--- src/design/rpw_pkg.sv ---
// constants for the ring phy path and insertion watchdog
package rpw_pkg;
	localparam int unsigned ADDR_W = 8;
	localparam logic [7:0] ADDR_CTRL = 8'h00;
	localparam logic [7:0] ADDR_STATUS = 8'h04;
	localparam logic [7:0] ADDR_WDCOUNT = 8'h08;
	localparam logic [31:0] CTRL_RESET = 32'h0000_0001;
	localparam int unsigned CTRL_PHANTOM_EN = 0;
	localparam int unsigned CTRL_CLR_EXPIRED = 1;
	localparam int unsigned ST_LOOPBACK = 0;
	localparam int unsigned ST_REPEAT = 1;
	localparam int unsigned ST_PHANTOM = 2;
	localparam int unsigned ST_EXPIRED = 3;
	localparam int unsigned ST_FAULT_A = 4;
	localparam int unsigned ST_FAULT_B = 5;
	localparam int unsigned ST_SPEED4 = 6;
	localparam logic [1:0] RESP_OKAY = 2'h0;
	localparam logic [1:0] RESP_SLVERR = 2'h2;
	localparam int unsigned CLK_HZ = 10_000_000;
	localparam int unsigned WDT_TIMEOUT_US = 21_000;
	localparam int unsigned WDT_CYCLES = WDT_TIMEOUT_US * (CLK_HZ / 1_000_000);
	localparam int unsigned WDT_CNT_W = 18;
	localparam int unsigned PHASE_W = 16;
	localparam logic [15:0] INC_16M = 16'h4000;
	localparam logic [15:0] INC_4M = 16'h1000;
	localparam int unsigned LOOP1_SHIFT = 2;
	localparam int unsigned LOOP1_FSHIFT = 5;
	localparam int unsigned LOOP2_SHIFT = 4;
	localparam logic signed [15:0] FREQ_LIM = 16'sh0400;
	localparam int unsigned DIV_W = 4;
	localparam int unsigned DIV_FAST_BIT = 1;
	localparam int unsigned DIV_REF_BIT = 3;
	localparam int unsigned PIN_W = 12;
	localparam logic [11:0] PIN_RESET = 12'h0b0;
endpackage : rpw_pkg

--- src/design/rpw_pin_sync.sv ---
// three-stage synchroniser; output follows once stages two and three agree
`timescale 1ns/1ps
`default_nettype none
module rpw_pin_sync #(
	parameter int unsigned WIDTH = 1,
	parameter logic [WIDTH-1:0] RESET_VAL = '0
) (
	input wire logic aclk,
	input wire logic aresetn,
	input wire logic [WIDTH-1:0] d_async,
	output logic [WIDTH-1:0] q
);
	logic [WIDTH-1:0] s1_q, s2_q, s3_q, q_q, q_d;

	always_comb
	begin
		for (int i = 0; i < WIDTH; i++)
		begin
			q_d[i] = (s2_q[i] == s3_q[i]) ? s3_q[i] : q_q[i];
		end
	end

	always_ff @(posedge aclk)
	begin
		if (!aresetn)
		begin
			s1_q <= RESET_VAL;
			s2_q <= RESET_VAL;
			s3_q <= RESET_VAL;
			q_q <= RESET_VAL;
		end
		else
		begin
			s1_q <= d_async;
			s2_q <= s1_q;
			s3_q <= s2_q;
			q_q <= q_d;
		end
	end

	assign q = q_q;
endmodule : rpw_pin_sync
`default_nettype wire

--- src/design/rpw_top.sv ---
// ring phy path select, digital clock recovery, phantom drive and watchdog
//
// Added by the designer: the address map and register access over AXI4-Lite.
`timescale 1ns/1ps
`default_nettype none
module rpw_top #(
	parameter int unsigned WDT_CYCLES = rpw_pkg::WDT_CYCLES
) (
	input wire logic aclk,
	input wire logic aresetn,
	input wire logic [7:0] s_axi_awaddr,
	input wire logic [2:0] s_axi_awprot,
	input wire logic s_axi_awvalid,
	output logic s_axi_awready,
	input wire logic [31:0] s_axi_wdata,
	input wire logic [3:0] s_axi_wstrb,
	input wire logic s_axi_wvalid,
	output logic s_axi_wready,
	output logic [1:0] s_axi_bresp,
	output logic s_axi_bvalid,
	input wire logic s_axi_bready,
	input wire logic [7:0] s_axi_araddr,
	input wire logic [2:0] s_axi_arprot,
	input wire logic s_axi_arvalid,
	output logic s_axi_arready,
	output logic [31:0] s_axi_rdata,
	output logic [1:0] s_axi_rresp,
	output logic s_axi_rvalid,
	input wire logic s_axi_rready,
	input wire logic line_in_p,
	input wire logic line_in_n,
	input wire logic tx_data_in_p,
	input wire logic tx_data_in_n,
	input wire logic loopback_select_n,
	input wire logic repeat_select_n,
	input wire logic speed_select,
	input wire logic insert_request_n,
	input wire logic load_high_a,
	input wire logic load_low_a,
	input wire logic load_high_b,
	input wire logic load_low_b,
	output logic line_out_p,
	output logic line_out_n,
	output logic recovered_data,
	output logic recovered_clock,
	output logic ring_ref_clock,
	output logic fixed_fast_clock,
	output logic phantom_out_a,
	output logic phantom_out_b,
	output logic wire_fault_n
);
	logic [rpw_pkg::PIN_W-1:0] pins_s;
	logic rx_line_s, rx_line_n_s, tx_s, tx_n_s, loop_n_s, rep_n_s, speed_s, ins_n_s;
	logic hi_a_s, lo_a_s, hi_b_s, lo_b_s;

	rpw_pin_sync #(
		.WIDTH(rpw_pkg::PIN_W),
		.RESET_VAL(rpw_pkg::PIN_RESET)
	) u_sync (
		.aclk(aclk),
		.aresetn(aresetn),
		.d_async({load_low_b, load_high_b, load_low_a, load_high_a, insert_request_n,
			speed_select, repeat_select_n, loopback_select_n, tx_data_in_n, tx_data_in_p,
			line_in_n, line_in_p}),
		.q(pins_s)
	);

	assign {lo_b_s, hi_b_s, lo_a_s, hi_a_s, ins_n_s, speed_s, rep_n_s, loop_n_s,
		tx_n_s, tx_s, rx_line_n_s, rx_line_s} = pins_s;

	// differential decode; an undriven pair holds the last bit
	function automatic logic diff_bit(input logic p, input logic n, input logic prev);
		diff_bit = (p != n) ? p : prev;
	endfunction : diff_bit

	// fixed-gain loop correction
	function automatic logic [15:0] loop_corr(input logic [15:0] err, input int unsigned sh);
		loop_corr = 16'($signed(err) >>> sh);
	endfunction : loop_corr

	// path select
	logic loop_mode, rep_mode;
	assign loop_mode = ~loop_n_s;
	assign rep_mode = ~rep_n_s & loop_n_s;

	// clock reference divider
	logic [rpw_pkg::DIV_W-1:0] div_q, div_d;
	logic fast_q, fast_d, ref_q, ref_d;

	always_comb
	begin
		div_d = div_q + 4'h1;
		fast_d = div_d[rpw_pkg::DIV_FAST_BIT];
		ref_d = div_d[rpw_pkg::DIV_REF_BIT];
	end

	always_ff @(posedge aclk)
	begin
		if (!aresetn)
		begin
			div_q <= '0;
			fast_q <= 1'b0;
			ref_q <= 1'b0;
		end
		else
		begin
			div_q <= div_d;
			fast_q <= fast_d;
			ref_q <= ref_d;
		end
	end

	// cascaded recovery loops
	logic rx_prev_q, rx_prev_d, rx_bit;
	logic speed_prev_q, speed_prev_d;
	logic [15:0] ph1_q, ph1_d, ph2_q, ph2_d, freq_q, freq_d, inc_nom, step;
	logic [15:0] err2;
	logic d1_q, d1_d, rdata_q, rdata_d, rclk_q, rclk_d;
	logic signed [15:0] fcand;

	always_comb
	begin
		rx_bit = loop_mode ? diff_bit(tx_s, tx_n_s, rx_prev_q)
			: diff_bit(rx_line_s, rx_line_n_s, rx_prev_q);
		rx_prev_d = rx_bit;
		speed_prev_d = speed_s;
		inc_nom = speed_s ? rpw_pkg::INC_4M : rpw_pkg::INC_16M;
		step = inc_nom + freq_q;
		ph1_d = ph1_q + step;
		freq_d = freq_q;
		fcand = '0;
		if (rx_bit != rx_prev_q)
		begin
			ph1_d = ph1_q + step - loop_corr(ph1_q, rpw_pkg::LOOP1_SHIFT);
			fcand = $signed(freq_q) - $signed(loop_corr(ph1_q, rpw_pkg::LOOP1_FSHIFT));
			if (fcand > rpw_pkg::FREQ_LIM)
				freq_d = rpw_pkg::FREQ_LIM;
			else if (fcand < -rpw_pkg::FREQ_LIM)
				freq_d = 16'(-rpw_pkg::FREQ_LIM);
			else
				freq_d = fcand;
		end
		d1_d = d1_q;
		if (!ph1_q[15] && ph1_d[15])
			d1_d = rx_bit;
		err2 = ph1_q - ph2_q;
		ph2_d = ph2_q + step + loop_corr(err2, rpw_pkg::LOOP2_SHIFT);
		rclk_d = ph2_d[15];
		rdata_d = rdata_q;
		if (ph2_q[15] && !ph2_d[15])
			rdata_d = d1_q;
		if (speed_s != speed_prev_q)
		begin
			ph1_d = '0;
			ph2_d = '0;
			freq_d = '0;
		end
	end

	always_ff @(posedge aclk)
	begin
		if (!aresetn)
		begin
			rx_prev_q <= 1'b0;
			speed_prev_q <= 1'b0;
			ph1_q <= '0;
			ph2_q <= '0;
			freq_q <= '0;
			d1_q <= 1'b0;
			rdata_q <= 1'b0;
			rclk_q <= 1'b0;
		end
		else
		begin
			rx_prev_q <= rx_prev_d;
			speed_prev_q <= speed_prev_d;
			ph1_q <= ph1_d;
			ph2_q <= ph2_d;
			freq_q <= freq_d;
			d1_q <= d1_d;
			rdata_q <= rdata_d;
			rclk_q <= rclk_d;
		end
	end

	// line drive: low in loopback, recovered data in repeat, otherwise transmit pins pass straight through, no sampling
	always_comb
	begin
		if (loop_mode)
		begin
			line_out_p = 1'b0;
			line_out_n = 1'b0;
		end
		else if (rep_mode)
		begin
			line_out_p = rdata_q;
			line_out_n = ~rdata_q;
		end
		else
		begin
			line_out_p = tx_data_in_p;
			line_out_n = tx_data_in_n;
		end
	end

	// phantom drive and watchdog
	logic ins_prev_q, ins_prev_d, ph_on_q, ph_on_d, exp_q, exp_d;
	logic ph_a_q, ph_b_q, wf_n_q, wf_n_d, fault_a, fault_b, exp_clr;
	logic [rpw_pkg::WDT_CNT_W-1:0] wdt_q, wdt_d;
	logic [31:0] ctrl_q, ctrl_d;

	always_comb
	begin
		ins_prev_d = ins_n_s;
		ph_on_d = ph_on_q;
		wdt_d = wdt_q;
		exp_d = exp_q & ~exp_clr;
		if (ins_prev_q && !ins_n_s)
		begin
			ph_on_d = 1'b1;
			wdt_d = '0;
		end
		else if (ins_prev_q != ins_n_s)
			wdt_d = '0;
		else if (ph_on_q)
		begin
			if (wdt_q == rpw_pkg::WDT_CNT_W'(WDT_CYCLES - 1))
			begin
				ph_on_d = 1'b0;
				exp_d = 1'b1;
			end
			else
				wdt_d = wdt_q + 1'b1;
		end
		if (!ctrl_q[rpw_pkg::CTRL_PHANTOM_EN])
			ph_on_d = 1'b0;
		fault_a = hi_a_s | lo_a_s;
		fault_b = hi_b_s | lo_b_s;
		wf_n_d = ~(ph_on_d & (fault_a | fault_b));
	end

	always_ff @(posedge aclk)
	begin
		if (!aresetn)
		begin
			ins_prev_q <= 1'b1;
			ph_on_q <= 1'b0;
			wdt_q <= '0;
			exp_q <= 1'b0;
			ph_a_q <= 1'b0;
			ph_b_q <= 1'b0;
			wf_n_q <= 1'b1;
		end
		else
		begin
			ins_prev_q <= ins_prev_d;
			ph_on_q <= ph_on_d;
			wdt_q <= wdt_d;
			exp_q <= exp_d;
			ph_a_q <= ph_on_d;
			ph_b_q <= ph_on_d;
			wf_n_q <= wf_n_d;
		end
	end

	// register slave
	logic aw_got_q, aw_got_d, w_got_q, w_got_d, bvalid_q, bvalid_d;
	logic [7:0] awaddr_q, awaddr_d;
	logic [31:0] wdata_q, wdata_d, rdata_bus_q, rdata_bus_d, status;
	logic [3:0] wstrb_q, wstrb_d;
	logic [1:0] bresp_q, bresp_d, rresp_q, rresp_d;
	logic rvalid_q, rvalid_d, do_write;

	always_comb
	begin
		status = '0;
		status[rpw_pkg::ST_LOOPBACK] = loop_mode;
		status[rpw_pkg::ST_REPEAT] = rep_mode;
		status[rpw_pkg::ST_PHANTOM] = ph_on_q;
		status[rpw_pkg::ST_EXPIRED] = exp_q;
		status[rpw_pkg::ST_FAULT_A] = ph_on_q & fault_a;
		status[rpw_pkg::ST_FAULT_B] = ph_on_q & fault_b;
		status[rpw_pkg::ST_SPEED4] = speed_s;
		aw_got_d = aw_got_q | (s_axi_awvalid & s_axi_awready);
		w_got_d = w_got_q | (s_axi_wvalid & s_axi_wready);
		awaddr_d = (s_axi_awvalid & s_axi_awready) ? s_axi_awaddr : awaddr_q;
		wdata_d = (s_axi_wvalid & s_axi_wready) ? s_axi_wdata : wdata_q;
		wstrb_d = (s_axi_wvalid & s_axi_wready) ? s_axi_wstrb : wstrb_q;
		do_write = aw_got_q & w_got_q & ~bvalid_q;
		bvalid_d = bvalid_q & ~s_axi_bready;
		bresp_d = bresp_q;
		ctrl_d = ctrl_q;
		exp_clr = 1'b0;
		if (do_write)
		begin
			aw_got_d = 1'b0;
			w_got_d = 1'b0;
			bvalid_d = 1'b1;
			bresp_d = rpw_pkg::RESP_OKAY;
			if (awaddr_q == rpw_pkg::ADDR_CTRL)
			begin
				if (wstrb_q[0])
				begin
					ctrl_d[rpw_pkg::CTRL_PHANTOM_EN] = wdata_q[rpw_pkg::CTRL_PHANTOM_EN];
					exp_clr = wdata_q[rpw_pkg::CTRL_CLR_EXPIRED];
				end
			end
			else if (awaddr_q != rpw_pkg::ADDR_STATUS && awaddr_q != rpw_pkg::ADDR_WDCOUNT)
				bresp_d = rpw_pkg::RESP_SLVERR;
		end
		rvalid_d = rvalid_q & ~s_axi_rready;
		rdata_bus_d = rdata_bus_q;
		rresp_d = rresp_q;
		if (s_axi_arvalid & s_axi_arready)
		begin
			rvalid_d = 1'b1;
			rresp_d = rpw_pkg::RESP_OKAY;
			case (s_axi_araddr)
				rpw_pkg::ADDR_CTRL: rdata_bus_d = {31'h0, ctrl_q[rpw_pkg::CTRL_PHANTOM_EN]};
				rpw_pkg::ADDR_STATUS: rdata_bus_d = status;
				rpw_pkg::ADDR_WDCOUNT: rdata_bus_d = 32'(wdt_q);
				default:
				begin
					rdata_bus_d = '0;
					rresp_d = rpw_pkg::RESP_SLVERR;
				end
			endcase
		end
	end

	always_ff @(posedge aclk)
	begin
		if (!aresetn)
		begin
			aw_got_q <= 1'b0;
			w_got_q <= 1'b0;
			awaddr_q <= '0;
			wdata_q <= '0;
			wstrb_q <= '0;
			bvalid_q <= 1'b0;
			bresp_q <= rpw_pkg::RESP_OKAY;
			rvalid_q <= 1'b0;
			rdata_bus_q <= '0;
			rresp_q <= rpw_pkg::RESP_OKAY;
			ctrl_q <= rpw_pkg::CTRL_RESET;
		end
		else
		begin
			aw_got_q <= aw_got_d;
			w_got_q <= w_got_d;
			awaddr_q <= awaddr_d;
			wdata_q <= wdata_d;
			wstrb_q <= wstrb_d;
			bvalid_q <= bvalid_d;
			bresp_q <= bresp_d;
			rvalid_q <= rvalid_d;
			rdata_bus_q <= rdata_bus_d;
			rresp_q <= rresp_d;
			ctrl_q <= ctrl_d;
		end
	end

	assign s_axi_awready = ~aw_got_q & ~bvalid_q;
	assign s_axi_wready = ~w_got_q & ~bvalid_q;
	assign s_axi_arready = ~rvalid_q;
	assign s_axi_bvalid = bvalid_q;
	assign s_axi_bresp = bresp_q;
	assign s_axi_rvalid = rvalid_q;
	assign s_axi_rdata = rdata_bus_q;
	assign s_axi_rresp = rresp_q;
	assign recovered_data = rdata_q;
	assign recovered_clock = rclk_q;
	assign ring_ref_clock = ref_q;
	assign fixed_fast_clock = fast_q;
	assign phantom_out_a = ph_a_q;
	assign phantom_out_b = ph_b_q;
	assign wire_fault_n = wf_n_q;
endmodule : rpw_top
`default_nettype wire

--- config.mk ---
export PLATFORM = sky130hd
export DESIGN_NAME = rpw_top
export DESIGN_NICKNAME = d
export VERILOG_FILES = /design/src/design/rpw_pkg.sv /design/src/design/rpw_pin_sync.sv /design/src/design/rpw_top.sv
export SDC_FILE = /design/constraint.sdc
export NUM_CORES = 1
export LEC_CHECK = 0
export BUFFER_PORTS_ARGS = -buffer_cell sky130_fd_sc_hd__buf_2
export CORE_MARGIN = 5
export CORE_UTILIZATION = 25
export DETAILED_ROUTE_END_ITERATION = 10
export SYNTH_ARGS = -nofsm -noshare
export SYNTH_HDL_FRONTEND = slang
export SYNTH_SLANG_ARGS = --single-unit
export TNS_END_PERCENT = 5
--- constraint.sdc ---
create_clock -name aclk -period 4.08 [get_ports aclk]
set_input_delay 0.204 -clock aclk [delete_from_list [all_inputs] [get_ports aclk]]
set_output_delay 0.204 -clock aclk [all_outputs]
set_load 0.02 [all_outputs]
==> flow_summary.rst <==
.. list-table::
   :header-rows: 1

   * - Metric
     - Value
   * - Required time of the critical path
     - ~4500 ps
   * - Floorplan die height
     - around 210 um
   * - Wirelength, routed
     - 24,240 um
   * - MaxCap Viol Count
     - 0
   * - Synth area leaders
     - sky130_fd_sc_hd__dfxtp_1 (34%), sky130_fd_sc_hd__ha_1 (10%), sky130_fd_sc_hd__nor2_1 (4.4%)
   * - Routability Congestion
     - ~0.83
   * - Met2 global-route usage
     - 0.1927
   * - Total Negative Setup Slacks
     - -413.9 ps
   * - CTS root buffer
     - sky130_fd_sc_hd__clkbuf_16
   * - Power Internal
     - between 4000 and 5000 uW
   * - NumNets Final
     - ~1,500
   * - Slew Viols, Final
     - 0
   * - Routed len/inst
     - between 10 and 15 um
   * - Worst-Margin Slew
     - between 900 and 1000 ps
   * - Number of port buffers
     - ~70
   * - Count of routing violations after the opening detailed-route iteration
     - ~460
   * - Nature of the critical path endpoint
     - flop
   * - IO Count
     - about 130
   * - Diodes inserted
     - 0
   * - Total global-route track usage
     - 0.1122
   * - Total net switching power
     - approximately 2500 uW
   * - Async set-reset flop share out of synthesis
     - 0
   * - Maximum number of pins on one net before global-route repair
     - 48
   * - Share of power burned in registers
     - 0.264
   * - Most common flop cell mapped by yosys
     - sky130_fd_sc_hd__dfxtp_1
   * - Synth area leader
     - sky130_fd_sc_hd__dfxtp_1
   * - YS warnings
     - 0
   * - Buffers from clock root to sink, at most
     - 2
   * - TritonCTS clock tree
     - yes
   * - Netlist area before placement
     - between 0.009 and 0.01 mm2
   * - Crit path buffers/inverters
     - 1
   * - Layer with the highest usage
     - met2
   * - Maximum clock frequency
     - roughly 230 MHz
   * - Share of the synthesized area in the top cell type
     - 0.3366
   * - Share of cell area taken by muxes after synthesis
     - 0.01045
   * - Total clock sinks
     - between 150 and 200
   * - DRC
     - 0
   * - Pre-antenna DRT Iters
     - 5
   * - Wire length of the first global-routing pass
     - 39,370 um
   * - Detailed-route via count
     - 8,241
   * - Leakage
     - 0.005269 uW
   * - Number of synthesized flops with an enable pin
     - 0
   * - Violated checks
     - negative setup slack
   * - Setup ws final
     - -180.6 ps
   * - Simple-gate share of the synthesized area
     - 0.1857
   * - # H-tree levels
     - 4
   * - Worst-case headroom to the max-slew limit
     - 0.3723
   * - Fraction of layout cells with a size suffix above 1
     - 0.2138
   * - Via count of the first global-routing pass
     - 8,013
   * - Worst Setup Path Type
     - flop to flop
   * - Post-synthesis register bit count
     - around 160
   * - Fraction of power consumed by the clock network
     - 0.229
   * - Remaining global-route overflow
     - 0
   * - Initial antenna violation count
     - 0
   * - Starting density of the core
     - 0.2520
   * - Average footprint of a synthesized cell
     - about 8.7 um2
   * - Cell at the slowest stage of the critical path
     - sky130_fd_sc_hd__fa_1
   * - Max incr delay on CP
     - approximately 500 ps
   * - Family of cells with the greatest summed delay on the critical path
     - compound AO/OA/AOI/OAI gates
   * - Final hold viol count
     - 0
   * - Time the worst path needs with I/O delays and setup
     - ~4300 ps
   * - Half-perimeter wire length after placement
     - 18,220 um
   * - Maximum VDD drop
     - around 0.32 mV
   * - Number of nets with antenna violations after routing
     - 0
   * - Adder and majority gate portion of the synthesized area
     - 0.1446
   * - Max Clock Skew
     - 14.27 ps
   * - Xor/xnor cell area share of the yosys netlist
     - 0.07408
   * - Placeable core area
     - 0.03847 mm2
   * - Die Wd
     - between 200 and 250 um
   * - Power density over the cells
     - around 550 mW/mm2
   * - Outcome
     - complete, but fails checks
   * - Data arrival time of the critical path
     - ~4600 ps
   * - Combinational family with the most area after synthesis
     - compound AO/OA/AOI/OAI gates
   * - Compound-gate portion of the synthesized area
     - 0.1957
   * - Final total power
     - a little under 7000 uW
   * - Share of the cycle needed by the critical path after routing
     - 1.044
   * - Startpoint kind of the worst setup timing path
     - flop
   * - Inserted Clock Buffers
     - 17
   * - Share of total power consumed by net switching
     - 0.3713
   * - Placed cells
     - between 1,500 and 2,000
   * - Worst hold-check path type
     - input port to flop
   * - Later-pin clock latency in the skew report
     - 440 ps
   * - Met1 track utilization from global routing
     - 0.1443
   * - Worst-path fanout max
     - 4
   * - Setup violation total in the final timing report
     - 5
   * - Row Count
     - 72
   * - RSZ-0062 raised after global routing
     - true
   * - CP Cell Sequence
     - inv_2, ha_4, a21oi_4, o21ai_2, a21oi_2, nor2b_1, nor2_1, nor2b_1, nor2_1, xnor2_1, fa_1, fa_2, a211oi_2, o21bai_2, a211oi_2, o211ai_1, a31o_2, a31o_4, mux2i_2, mux2i_1
   * - Vias per inst
     - roughly 4.6
   * - Seq/Total Area, Yosys
     - 0.3366
   * - Met3 global-route usage
     - 0.01875
   * - Overall die area
     - ~0.043 mm2
   * - Post-synth cell types
     - 74
   * - Portion of total power attributed to combinational logic
     - 0.507
   * - Syn Inst Count
     - roughly 1,100
   * - Cell Count, Final, Fillers Out
     - approximately 1,800
   * - R2r setup slk
     - -180 ps
   * - Layout Area Growth over Synthesis
     - 25.39%
   * - CTS clock-pin slew for the worst setup and hold paths
     - 70 ps
-- final cells by class --
cell class	instances	area [um2]
fillers	4015	26310
multi-input cells	852	6230
flip-flops and latches	163	3268
repair buffers	178	1204
well taps	518	648.1
clock buffers	18	439.2
inverters	66	247.7
clock inverters	14	118.9
-- cell usage after synthesis (6+ instances only) --
master	number
sky130_fd_sc_hd__dfxtp_1	163
sky130_fd_sc_hd__nor2_1	114
sky130_fd_sc_hd__nand2_1	101
sky130_fd_sc_hd__a21oi_1	85
sky130_fd_sc_hd__ha_1	80
sky130_fd_sc_hd__inv_1	66
sky130_fd_sc_hd__xor2_1	43
sky130_fd_sc_hd__o21ai_0	40
sky130_fd_sc_hd__xnor2_1	39
sky130_fd_sc_hd__and2_1	36
sky130_fd_sc_hd__nand3_1	24
sky130_fd_sc_hd__clkbuf_1	23
sky130_fd_sc_hd__nor3_1	21
sky130_fd_sc_hd__a21o_1	20
sky130_fd_sc_hd__fa_1	19
sky130_fd_sc_hd__buf_4	17
sky130_fd_sc_hd__a22oi_1	16
sky130_fd_sc_hd__and3_1	15
sky130_fd_sc_hd__nand2b_1	14
sky130_fd_sc_hd__a211oi_1	13
sky130_fd_sc_hd__o21a_1	13
sky130_fd_sc_hd__nor2b_1	12
sky130_fd_sc_hd__mux2i_1	9
sky130_fd_sc_hd__o41ai_2	8
sky130_fd_sc_hd__or3_1	8
sky130_fd_sc_hd__nand4_1	7
sky130_fd_sc_hd__o21bai_1	7
sky130_fd_sc_hd__a31oi_1	6
-- through the flow --
stage	utilization	worst slack [ps]	area, um2	hold slack (ps)
2_1_floorplan	-	-38.50	9783	304.1
3_3_place_gp	0.2900	-251.0	11160	390.7
3_5_place_dp	0.2900	-361.8	11160	393.5
4_1_cts	0.3136	-163.9	12060	1.537
5_1_grt	0.3160	-430.4	12160	22.62
6_report	0.3160	-180.6	12160	21.49
-- state kept, by name (all words and copies together), names as in the netlist, 2 cells and up --
register and flops:
awaddr_q 8, div_q 4, freq_q 16, ph1_q 16
ph2_q 16, s_axi_rdata 18, u_sync.q 12, u_sync.s1_q 12
u_sync.s2_q 12, u_sync.s3_q 12, wdata_q 2, wdt_q 18
-- cell usage in the layout (no fill, tap or decap), drive strengths merged, types with 21 or more instances in the layout --
cell   instances
a21oi         88
nand3         25
nand2        101
a21o          21
inv           72
buf          163
xor2          43
ha            80
o21ai         41
and2          36
xnor2         39
nor3          21
dfxtp        163
nor2         114
-- worst paths after layout --
| path | to | from | cells after the start |
|---|---|---|---|
| worst min register to register | u_sync.s2_q[5]$_SDFF_PN1_ | u_sync.s1_q[5]$_SDFF_PN1_ | 1 |
| worst min-delay path | awaddr_q[2]$_SDFFE_PN0P_ | s_axi_awaddr[2] | 3 |
| worst max register to register | recovered_data$_SDFFE_PN0P_ | ph2_q[2]$_SDFF_PP0_ | 20 |
| worst max-delay path | recovered_data$_SDFFE_PN0P_ | ph2_q[2]$_SDFF_PP0_ | 20 |
-- power by group through the flow --
stage / Clock [uW] / Sequential, uW / Combinational [uW]
2_1_floorplan: 0 / 1810 / 2120
3_3_place_gp: 0 / 1820 / 2990
3_5_place_dp: 0 / 1820 / 3050
4_1_cts: 1590 / 1780 / 3320
5_1_grt: 1660 / 1790 / 3800
6_report: 1540 / 1780 / 3410
-- layer usage --
metal / routed length (um) / up-vias
met1: 11110 / 3902
met4: 446 / 0
met3: 642 / 25
met2: 12040 / 131
met5: 0 / -
li1: - / 4183
-- worst min-delay path, cell delays in order --
cell                      delay, ps
sky130_fd_sc_hd__buf_2          100
sky130_fd_sc_hd__nand2_1         50
sky130_fd_sc_hd__a21oi_1         60
-- kinds of logic after synthesis --
logic type / after synthesis
buffers and inverters: 109
other: 1
xor gates and xnor gates: 82
muxes: 10
adders and majority gates: 101
DFF: 163
and+or+nand+nor: 377
AOI/OAI and AO/OA: 266
-- repair_timing --
action / in CTS / in global routing
hold endpoints to repair: 15 / 0
resized for setup: 34 / 18
pin swaps: 29 / 19
setup buffers: 9 / 2
hold buffers: 15 / 0
endpoints found under the setup margin: 9 / 12
Power figures use the tool's default switching activity.
